**src/hdl/adcs_pkg.sv**
```systemverilog
// Package of constants for the converter control sequencer.
package adcs_pkg;
    // -------------------------------------------------------------------
    // Register map
    // -------------------------------------------------------------------
    localparam logic [3:0] ADDR_PIN_SELECT  = 4'h0;
    localparam logic [3:0] ADDR_CONTROL     = 4'h1;
    localparam logic [3:0] ADDR_OFFSET      = 4'h2;
    localparam logic [3:0] ADDR_RESULT_HIGH = 4'h3;
    localparam logic [3:0] ADDR_RESULT_LOW  = 4'h4;
    localparam logic [3:0] ADDR_STATUS      = 4'h5;
    // -------------------------------------------------------------------
    // Field positions
    // -------------------------------------------------------------------
    localparam int CTL_REF_BIT   = 7;
    localparam int CTL_PRE_HI    = 6;
    localparam int CTL_PRE_LO    = 5;
    localparam int CTL_RUN_BIT   = 4;
    localparam int CTL_PWR_BIT   = 3;
    localparam int OFS_EN_BIT    = 7;
    localparam int OFS_SIGN_BIT  = 6;
    localparam int OFS_MAG_HI    = 5;
    localparam int OFS_MAG_LO    = 3;
    localparam int STS_DONE_BIT  = 0;
    localparam int STS_WAKE_BIT  = 1;
    localparam int STS_SLEEP_BIT = 2;
    localparam logic [7:0] OFS_MASK = 8'hf8;
    // -------------------------------------------------------------------
    // Reset values and timing
    // -------------------------------------------------------------------
    localparam logic [7:0] RST_PIN_SELECT = 8'h00;
    localparam logic [7:0] RST_CONTROL    = 8'h00;
    localparam logic [7:0] RST_OFFSET     = 8'h00;
    localparam int RES_BITS       = 10;
    localparam int SYS_OVERHEAD   = 3;
    localparam int HALF_OVERHEAD  = 3; // 1.5 converter clocks in halves.
    localparam int SAMPLE_CLOCKS  = 4;
    localparam logic [4:0] DIV_4  = 5'h04;
    localparam logic [4:0] DIV_1  = 5'h01;
    localparam logic [4:0] DIV_16 = 5'h10;
    localparam logic [4:0] DIV_2  = 5'h02;
    typedef enum logic [2:0] {
        ADCS_IDLE, ADCS_SYS, ADCS_DIG, ADCS_SAMPLE, ADCS_CONV, ADCS_DONE
    } adcs_state_type;
endpackage : adcs_pkg

```
**src/hdl/adcs_tick_if.sv**
```systemverilog
// Interface carrying the converter half-clock tick between modules.
`timescale 1ns/10ps
interface adcs_tick_if;
    logic [1:0] prescale;
    logic       enable;
    logic       half_tick;
    modport source (input prescale, input enable, output half_tick);
    modport sink   (output prescale, output enable, input half_tick);
endinterface : adcs_tick_if

```
**src/hdl/adcs_prescaler.sv**
```systemverilog
// Prescaler producing converter half-period ticks from the system clock.
`timescale 1ns/10ps
module adcs_prescaler
    import adcs_pkg::*;
(
    input  wire logic clk_i,
    input  wire logic rst_i,
    adcs_tick_if.source tick
);
    // -------------------------------------------------------------------
    // Divider selection
    // -------------------------------------------------------------------
    function automatic logic [4:0] adcs_divisor(input logic [1:0] code);
        case (code)
            2'b00:   adcs_divisor = DIV_4;
            2'b01:   adcs_divisor = DIV_1;
            2'b10:   adcs_divisor = DIV_16;
            default: adcs_divisor = DIV_2;
        endcase
    endfunction : adcs_divisor

    logic [4:0] count;
    logic [4:0] limit;
    logic       wrap;
    // Half ticks are produced twice per converter period, so the counter
    // runs over the divisor in system clocks; divide-by-one ticks always.
    // prescale selection
    assign limit = adcs_divisor(tick.prescale);
    assign wrap  = (count >= limit - 5'h01);
    assign tick.half_tick = tick.enable &&
                            ((limit == DIV_1) || wrap ||
                             (count == (limit >> 1) - 5'h01));

    // Counter restarts whenever the sequencer is not running.
    always_ff @(posedge clk_i) begin
        if (rst_i || !tick.enable || wrap) begin
            count <= 5'h00;
        end else begin
            count <= count + 5'h01;
        end
    end
endmodule : adcs_prescaler

```
**src/hdl/adcs_top.sv**
```systemverilog
// Converter control sequencer with a classic Wishbone register slave.
`timescale 1ns/10ps
module adcs_top
    import adcs_pkg::*;
#(
    parameter int RES_WIDTH = RES_BITS
) (
    input  wire logic                 clk_i,
    input  wire logic                 rst_i,
    input  wire logic                 wb_cyc_i,
    input  wire logic                 wb_stb_i,
    input  wire logic                 wb_we_i,
    input  wire logic [3:0]           wb_adr_i,
    input  wire logic [7:0]           wb_dat_i,
    input  wire logic                 wb_sel_i,
    output logic [7:0]                wb_dat_o,
    output logic                      wb_ack_o,
    input  wire logic                 cpu_sleep_i,
    input  wire logic                 ext_int_enable_i,
    input  wire logic                 comparator_i,
    output logic [7:0]                analog_pin_enable_bits_o,
    output logic                      first_pin_ext_int_o,
    output logic                      first_pin_port_o,
    output logic                      reference_pin_select_o,
    output logic                      reference_pin_port_o,
    output logic                      resistor_ref_on_o,
    output logic [2:0]                channel_select_o,
    output logic                      sample_o,
    output logic [RES_WIDTH-1:0]      dac_code_o,
    output logic                      conversion_done_flag_o,
    output logic                      wake_o
);
    // -------------------------------------------------------------------
    // Registers
    // -------------------------------------------------------------------
    logic [7:0]  analog_pin_select;
    logic [7:0]  converter_control;
    logic [7:0]  offset_calibration;
    logic [7:0]  result_high_register;
    logic [7:0]  result_low_register;
    logic        conversion_done_flag;
    logic        conversion_wake_enable;
    logic        sleep_shutoff;
    adcs_state_type state;
    logic [4:0]  phase_count;
    logic [3:0]  bit_index;
    logic [RES_WIDTH-1:0] trial;

    adcs_tick_if tick_bus ();

    adcs_prescaler u_prescaler (
        .clk_i (clk_i),
        .rst_i (rst_i),
        .tick  (tick_bus.source)
    );

    // -------------------------------------------------------------------
    // Bus decode
    // -------------------------------------------------------------------
    logic bus_req;
    logic bus_wr;
    logic wr_pin;
    logic wr_ctl;
    logic wr_ofs;
    logic wr_sts;
    logic run_set;
    logic finish;
    logic run_bit;
    logic powered;
    logic [7:0] read_mux;
    assign bus_req = wb_cyc_i && wb_stb_i && !wb_ack_o;
    assign bus_wr  = bus_req && wb_we_i && wb_sel_i;
    assign wr_pin  = bus_wr && (wb_adr_i == ADDR_PIN_SELECT);
    assign wr_ctl  = bus_wr && (wb_adr_i == ADDR_CONTROL);
    assign wr_ofs  = bus_wr && (wb_adr_i == ADDR_OFFSET);
    assign wr_sts  = bus_wr && (wb_adr_i == ADDR_STATUS);
    assign run_bit = converter_control[CTL_RUN_BIT];
    assign powered = converter_control[CTL_PWR_BIT];
    assign finish  = (state == ADCS_DONE);
    assign run_set = wr_ctl && wb_dat_i[CTL_RUN_BIT] && powered;

    // Unmapped addresses read zero and still acknowledge.
    always_comb begin
        case (wb_adr_i)
            ADDR_PIN_SELECT:  read_mux = analog_pin_select;
            ADDR_CONTROL:     read_mux = converter_control;
            ADDR_OFFSET:      read_mux = offset_calibration & OFS_MASK;
            ADDR_RESULT_HIGH: read_mux = result_high_register;
            ADDR_RESULT_LOW:  read_mux = result_low_register;
            ADDR_STATUS:      read_mux = {5'h00, sleep_shutoff,
                                          conversion_wake_enable,
                                          conversion_done_flag};
            default:          read_mux = 8'h00;
        endcase
    end

    // Single-wait-state acknowledge: ack rises one edge after the request.
    always_ff @(posedge clk_i) begin
        if (rst_i) begin
            wb_ack_o <= 1'b0;
            wb_dat_o <= 8'h00;
        end else begin
            wb_ack_o <= bus_req;
            wb_dat_o <= bus_req ? read_mux : 8'h00;
        end
    end

    // -------------------------------------------------------------------
    // Configuration registers
    // -------------------------------------------------------------------
    always_ff @(posedge clk_i) begin
        if (rst_i) begin
            analog_pin_select  <= RST_PIN_SELECT;
            offset_calibration <= RST_OFFSET;
        end else begin
            if (wr_pin) begin
                analog_pin_select <= wb_dat_i;
            end
            if (wr_ofs) begin
                offset_calibration <= wb_dat_i & OFS_MASK;
            end
        end
    end

    // Control word: run bit is owned by hardware apart from the set.
    // completion clears run
    always_ff @(posedge clk_i) begin
        if (rst_i) begin
            converter_control <= RST_CONTROL;
        end else begin
            if (wr_ctl) begin
                converter_control <= {wb_dat_i[7:5],
                                      (run_bit && !finish) || run_set,
                                      wb_dat_i[3:0]};
            end else if (finish || sleep_shutoff || !powered) begin
                converter_control[CTL_RUN_BIT] <= 1'b0;
            end
        end
    end

    // Done flag and wake enable; a completion beats a software clear.
    // flag ignores masks
    always_ff @(posedge clk_i) begin
        if (rst_i) begin
            conversion_done_flag   <= 1'b0;
            conversion_wake_enable <= 1'b0;
        end else begin
            if (wr_sts) begin
                conversion_wake_enable <= wb_dat_i[STS_WAKE_BIT];
            end
            if (finish) begin
                conversion_done_flag <= 1'b1;
            end else if (wr_sts && !wb_dat_i[STS_DONE_BIT]) begin
                conversion_done_flag <= 1'b0;
            end
        end
    end

    // -------------------------------------------------------------------
    // Conversion sequencer
    // -------------------------------------------------------------------
    logic half;
    logic full_tick;
    assign tick_bus.prescale = converter_control[CTL_PRE_HI:CTL_PRE_LO];
    assign tick_bus.enable   = (state != ADCS_IDLE) && (state != ADCS_SYS);
    assign half              = tick_bus.half_tick;
    assign full_tick         = half && phase_count[0];

    // Offset-trimmed result with saturation.
    function automatic logic [RES_WIDTH-1:0] adcs_trim(
        input logic [RES_WIDTH-1:0] raw,
        input logic [7:0] ofs
    );
        logic [RES_WIDTH:0] mag;
        logic [RES_WIDTH:0] sum;
        mag = {{(RES_WIDTH-2){1'b0}}, ofs[OFS_MAG_HI:OFS_MAG_LO]};
        sum = {1'b0, raw};
        if (!ofs[OFS_EN_BIT]) begin
            adcs_trim = raw;
        end else if (ofs[OFS_SIGN_BIT]) begin
            sum = sum + mag;
            adcs_trim = sum[RES_WIDTH] ? {RES_WIDTH{1'b1}}
                                       : sum[RES_WIDTH-1:0];
        end else begin
            adcs_trim = (sum < mag) ? {RES_WIDTH{1'b0}}
                                    : RES_WIDTH'(sum - mag);
        end
    endfunction : adcs_trim

    logic [RES_WIDTH-1:0] final_code;
    assign final_code = comparator_i ? trial
                                     : trial & ~(RES_WIDTH'(1) << bit_index);
    logic [RES_WIDTH-1:0] trimmed;
    assign trimmed = adcs_trim(final_code, offset_calibration);

    always_ff @(posedge clk_i) begin
        if (rst_i) begin
            state       <= ADCS_IDLE;
            phase_count <= 5'h00;
            bit_index   <= 4'h0;
            trial       <= '0;
        end else begin
            case (state)
                ADCS_IDLE: begin
                    phase_count <= 5'h00;
                    // Start from the stored run bit, so that a set landing
                    // on the completion cycle is not left stranded.
                    if (run_bit) begin
                        state <= ADCS_SYS;
                    end
                end
                ADCS_SYS: begin
                    phase_count <= phase_count + 5'h01;
                    if (phase_count == 5'(SYS_OVERHEAD - 1)) begin
                        phase_count <= 5'h00;
                        state       <= ADCS_DIG;
                    end
                end
                ADCS_DIG: if (half) begin
                    phase_count <= phase_count + 5'h01;
                    if (phase_count == 5'(HALF_OVERHEAD - 1)) begin
                        phase_count <= 5'h01;
                        state       <= ADCS_SAMPLE;
                    end
                end
                ADCS_SAMPLE: if (half) begin
                    phase_count <= phase_count + 5'h01;
                    if (phase_count == 5'(2 * SAMPLE_CLOCKS)) begin
                        phase_count <= 5'h00;
                        bit_index   <= 4'(RES_WIDTH - 1);
                        trial       <= RES_WIDTH'(1) << (RES_WIDTH - 1);
                        state       <= ADCS_CONV;
                    end
                end
                ADCS_CONV: if (half) begin
                    phase_count <= phase_count + 5'h01;
                    if (full_tick) begin
                        if (bit_index == 4'h0) begin
                            trial <= final_code;
                            state <= ADCS_DONE;
                        end else begin
                            trial <= final_code |
                                     (RES_WIDTH'(1) << (bit_index - 4'h1));
                            bit_index <= bit_index - 4'h1;
                        end
                    end
                end
                ADCS_DONE: state <= ADCS_IDLE;
                default:   state <= ADCS_IDLE;
            endcase
            if (sleep_shutoff || !powered) begin
                state <= ADCS_IDLE;
            end
        end
    end

    // Results and sleep handling.
    always_ff @(posedge clk_i) begin
        if (rst_i) begin
            result_high_register <= 8'h00;
            result_low_register  <= 8'h00;
            sleep_shutoff        <= 1'b0;
            wake_o               <= 1'b0;
        end else begin
            if (state == ADCS_CONV && full_tick && bit_index == 4'h0) begin
                result_high_register <= 8'(trimmed >> 2);
                result_low_register  <= {6'h00, trimmed[1:0]};
            end
            wake_o <= finish && cpu_sleep_i && conversion_wake_enable;
            if (!cpu_sleep_i) begin
                sleep_shutoff <= 1'b0;
            end else if (finish && !conversion_wake_enable) begin
                sleep_shutoff <= 1'b1;
            end
        end
    end

    // -------------------------------------------------------------------
    // Pin and analog outputs
    // -------------------------------------------------------------------
    always_ff @(posedge clk_i) begin
        if (rst_i) begin
            analog_pin_enable_bits_o <= 8'h00;
            first_pin_ext_int_o      <= 1'b0;
            first_pin_port_o         <= 1'b1;
            reference_pin_select_o   <= 1'b0;
            reference_pin_port_o     <= 1'b1;
            resistor_ref_on_o        <= 1'b0;
            channel_select_o         <= 3'h0;
            sample_o                 <= 1'b0;
            dac_code_o               <= '0;
            conversion_done_flag_o   <= 1'b0;
        end else begin
            analog_pin_enable_bits_o <= analog_pin_select;
            first_pin_ext_int_o <= ext_int_enable_i;
            first_pin_port_o    <= !ext_int_enable_i && !analog_pin_select[0];
            reference_pin_select_o <= converter_control[CTL_REF_BIT];
            reference_pin_port_o   <= !converter_control[CTL_REF_BIT];
            resistor_ref_on_o <= powered && !sleep_shutoff;
            channel_select_o <= converter_control[2:0];
            sample_o         <= (state == ADCS_SAMPLE);
            dac_code_o       <= trial;
            conversion_done_flag_o <= conversion_done_flag;
        end
    end
endmodule : adcs_top

```
**config.mk**
```make
export PLATFORM = sky130hd
export DESIGN_NAME = adcs_top
export DESIGN_NICKNAME = d
export VERILOG_FILES = /design/src/hdl/adcs_pkg.sv /design/src/hdl/adcs_tick_if.sv /design/src/hdl/adcs_prescaler.sv /design/src/hdl/adcs_top.sv
export SDC_FILE = /design/constraint.sdc
export NUM_CORES = 1
export LEC_CHECK = 0
export BUFFER_PORTS_ARGS = -buffer_cell sky130_fd_sc_hd__buf_2
export CAP_MARGIN = 20
export CORE_MARGIN = 2
export CORE_UTILIZATION = 53
export DETAILED_ROUTE_END_ITERATION = 8
export HOLD_SLACK_MARGIN = 0.12
export PLACE_DENSITY = 0.79
export SYNTH_ARGS = -nofsm -noshare
export SYNTH_HDL_FRONTEND = slang
export SYNTH_SLANG_ARGS = --single-unit
```
**constraint.sdc**
```tcl
create_clock -name clk_i -period 3.2 [get_ports clk_i]
set_clock_uncertainty 0.2 [all_clocks]
set_input_delay 0.64 -clock clk_i [delete_from_list [all_inputs] [get_ports clk_i]]
set_output_delay 0.64 -clock clk_i [all_outputs]
set_load 0.01 [all_outputs]
```
==> summary.txt <==
Outcome
  – Status: finished, final reports clean

STA
  – Unrepaired setup endpoints after global routing: false
  – Slew @ Worst Pin: ~0.8 ns
  – Fin crit share: roughly 92%
  – Max_slew headroom: a little under half
  – Tmin final: between 2 and 3 ns
  – Fmax: around 340 MHz
  – Final hold slack: roughly 0.26 ns
  – Max-slew violations: 0
  – Final setup fails: 0
  – Final Hold Violating Endpoints: 0
  – Final setup TNS: 0 ns

Critical path
  – Critical-path cell list: inv_1 > ha_1 > a21boi_2 > ha_1 > inv_1 > fa_1 > o21bai_1 > and4_4 > and3_4 > nand2b_4 > nor2_1 > o41ai_2
  – CP peak stage delay: 0.41 ns
  – Critical Path Start Type: flip-flop
  – Reg2reg start: bit_index[0]
  – Reg-to-reg slack, setup: between 0.2 and 0.25 ns
  – Worst r2r path cells: 12
  – Crit path from: bit_index[0]
  – Crit path DAT: between 3 and 4 ns
  – Worst Setup End Kind: flip-flop
  – Slowest stage cell, crit path: fa_1
  – Critical Path RT: 3.29 ns
  – Setup crit end: result_high_register[0]
  – Cell family with most CP delay: adder cells
  – Worst Path Max Fanout: 3
  – CP Buf/Inv Count: 2
  – Crit path kind: flip-flop to flip-flop
  – Critical Path Stages: 12
  – FF-to-FF End: result_high_register[0]

Clocking
  – Inserted Clock Buffers: 9
  – Clock Path Buffers: 2
  – Post-CTS Setup Inserts: 0
  – Cts hold-fix bufs: 0
  – Total clock sinks: 99
  – CTS H-tree lvls: 3
  – CTS tree: done
  – Root Driver: clkbuf_8
  – Post-CTS Resized: 0
  – Worst-path clk slew: ~0.1 ns
  – Clk Latency, worst-skew pair: approximately 0.38 ns

Cells and area
  – Final non-filler cell area: between 6000 and 7000 sq um
  – Final Core Density: 62.1%
  – Diodes inserted: 0
  – Area grow syn2layout: 14.0%
  – Layout cells sized above 1: ~22%
  – Final nets: 700

Power and ir drop
  – Peak VDD IR: 0.000233 V
  – Power Dens Cells: roughly 340 nW/um^2
  – Static leakage: between 0.002 and 0.0025 uW
  – Total Power: 2080 uW

Place
  – IO buf count: 58
  – Routability cong.: slightly below 1
  – Detail Placement HPWL: ~9400 microns
  – Post-Place Cell Area: 5860 sq um

Synth
  – Cell Area, Synth: between 5000 and 6000 sq um
  – Yosys warns: 0
  – Sequential share of the synthesized area: between 30% and 40%
  – Post-synth cell types: 77
  – Synth Instances: approximately 600
  – Syn Area/Cell: between 9 and 10 sq um
  – Post-synth EDFFs: 0
  – Syn_nets: about 630
  – Async SR Flop Fraction: 0%
  – Primary FF master, synth: dfxtp_1
  – Flop and latch count out of synthesis: 99

Detailed routing
  – DR pass1 iterations: 6
  – Post-DR vias/cell: around 5.7
  – Routed len/inst: roughly 16 microns
  – Initial DRC count: roughly 230
  – Post-route ant nets: 0
  – Vias post-DR: approximately 4,500
  – DRC Markers: 0
  – Routed wire length: roughly 12,000 microns

Global route
  – Largest net degree at the start of global routing: 35
  – Grt ovf: 0
  – First-pass GRT wire length: about 21,000 microns
  – Vias in the first global route: around 4,400
  – Initial antenna violation count: 0
  – GRT Resource Usage Total: 23.3%

Floorplan
  – Initial core utilization: 54.5%
  – IO Count: 59
  – Die H: approximately 100 microns
  – Die area: roughly 11,000 sq um
  – Die width: approximately 100 microns
  – Core area: roughly 9800 sq um
  – Site row count: 36

Worst hold path
  – Worst Hold Class: flip-flop to flip-flop

Run
  – Max Cap Viol: 0
[layer usage]
layer / vias up / global-route usage (%) / wire [microns]
met4: 0 / 9.36 / 228
met2: 119 / 39.4 / 6080
met5: - / 0 / 0
met3: 20 / 3.07 / 521
li1: 2199 / - / -
met1: 2184 / 30.1 / 5520
[cell families after synthesis]
family	Yosys count	synth area share [%]
buf+inv	57	4.44
xor+xnor	19	3.13
flops	99	37.2
simple gates	225	23.6
fa+ha+maj	27	6.63
mux	34	7.62
compound gates	125	17.4
[power breakdown]
part	leakage [uW]	switching (uW)	internal, uW
registers	0.000798	1.39	1230
logic	0.00149	46.4	24.9
clock network	0.0000950	461	312
[synth_stat cells (5+ instances only)]
library cell  instances  share of area (%)
a21boi_0              6               0.85
a21oi_1              36                3.4
and2_1                7               0.82
and3_1                5               0.59
buf_2                 9               0.85
clkbuf_1             16                1.1
dfxtp_1              99                 37
ha_1                 25                5.9
inv_1                26                1.8
mux2i_1              27                5.1
mux4_2                5                2.1
nand2_1              40                2.8
nand2b_1              5               0.59
nand3_1              22                2.1
nand4_1               5               0.59
nor2_1               64                4.5
nor2b_1              30                3.5
nor3_1                8               0.75
o21ai_0              17                1.6
o22ai_1               5               0.59
or3_1                 5               0.59
xnor2_1              11                1.8
xor2_1                8                1.3
[cell usage in the layout, fill, tap and decap left out, types with 5 or more instances in the layout]
cell	instances
mux4_2	5
buf_4	27
o22ai_1	5
o21ai_0	16
or3_1	5
ha_1	25
xnor2_1	11
clkbuf_8	10
xor2_1	8
nand2_1	40
nor3_1	8
and2_1	7
nand2b_1	5
nor2_1	64
dfxtp_1	99
buf_2	58
mux2i_1	27
a21oi_1	35
nand4_1	5
nor2b_1	30
inv_1	26
nand3_1	22
[per-stage QoR]
stage | worst slack (ns) | instances
3_3_place_gp | -0.00721 | 774
6_report | 0.249 | 790
5_1_grt | 0.0364 | 790
4_1_cts | 0.0381 | 790
3_5_place_dp | -0.247 | 774
2_1_floorplan | 0.00903 | 586
[state kept, by name, summed over array words and instances (netlist names), 8 cells and up]
| register | cells |
|---|---|
| dac_code_o | 10 |
| converter_control | 8 |
| wb_dat_o | 8 |
| result_high_register | 8 |
| trial | 10 |
| analog_pin_select | 8 |
| analog_pin_enable_bits_o | 8 |
[cell type report]
class	instances	area, sq um
flip-flops and latches	99	1980
clock inverters	6	46.3
fillers	842	3710
inverters	26	97.6
well taps	133	166
clock buffers	10	138
multi-input cells	430	3130
repair buffers	86	513
[how the worst min path moves through the flow]
stage / start / to / slack, ns / depth (start not counted)
finish: converter_control[7] / reference_pin_port_o / 0.26 / 1
CTS: converter_control[7] / reference_pin_port_o / 0.25 / 1
floorplan: converter_control[7] / reference_pin_port_o / 0.19 / 1
detailed placement: converter_control[7] / reference_pin_port_o / 0.23 / 1
global placement: converter_control[7] / reference_pin_port_o / 0.21 / 1
global route: converter_control[7] / reference_pin_port_o / 0.26 / 1
(Power assumes the default switching activity.)
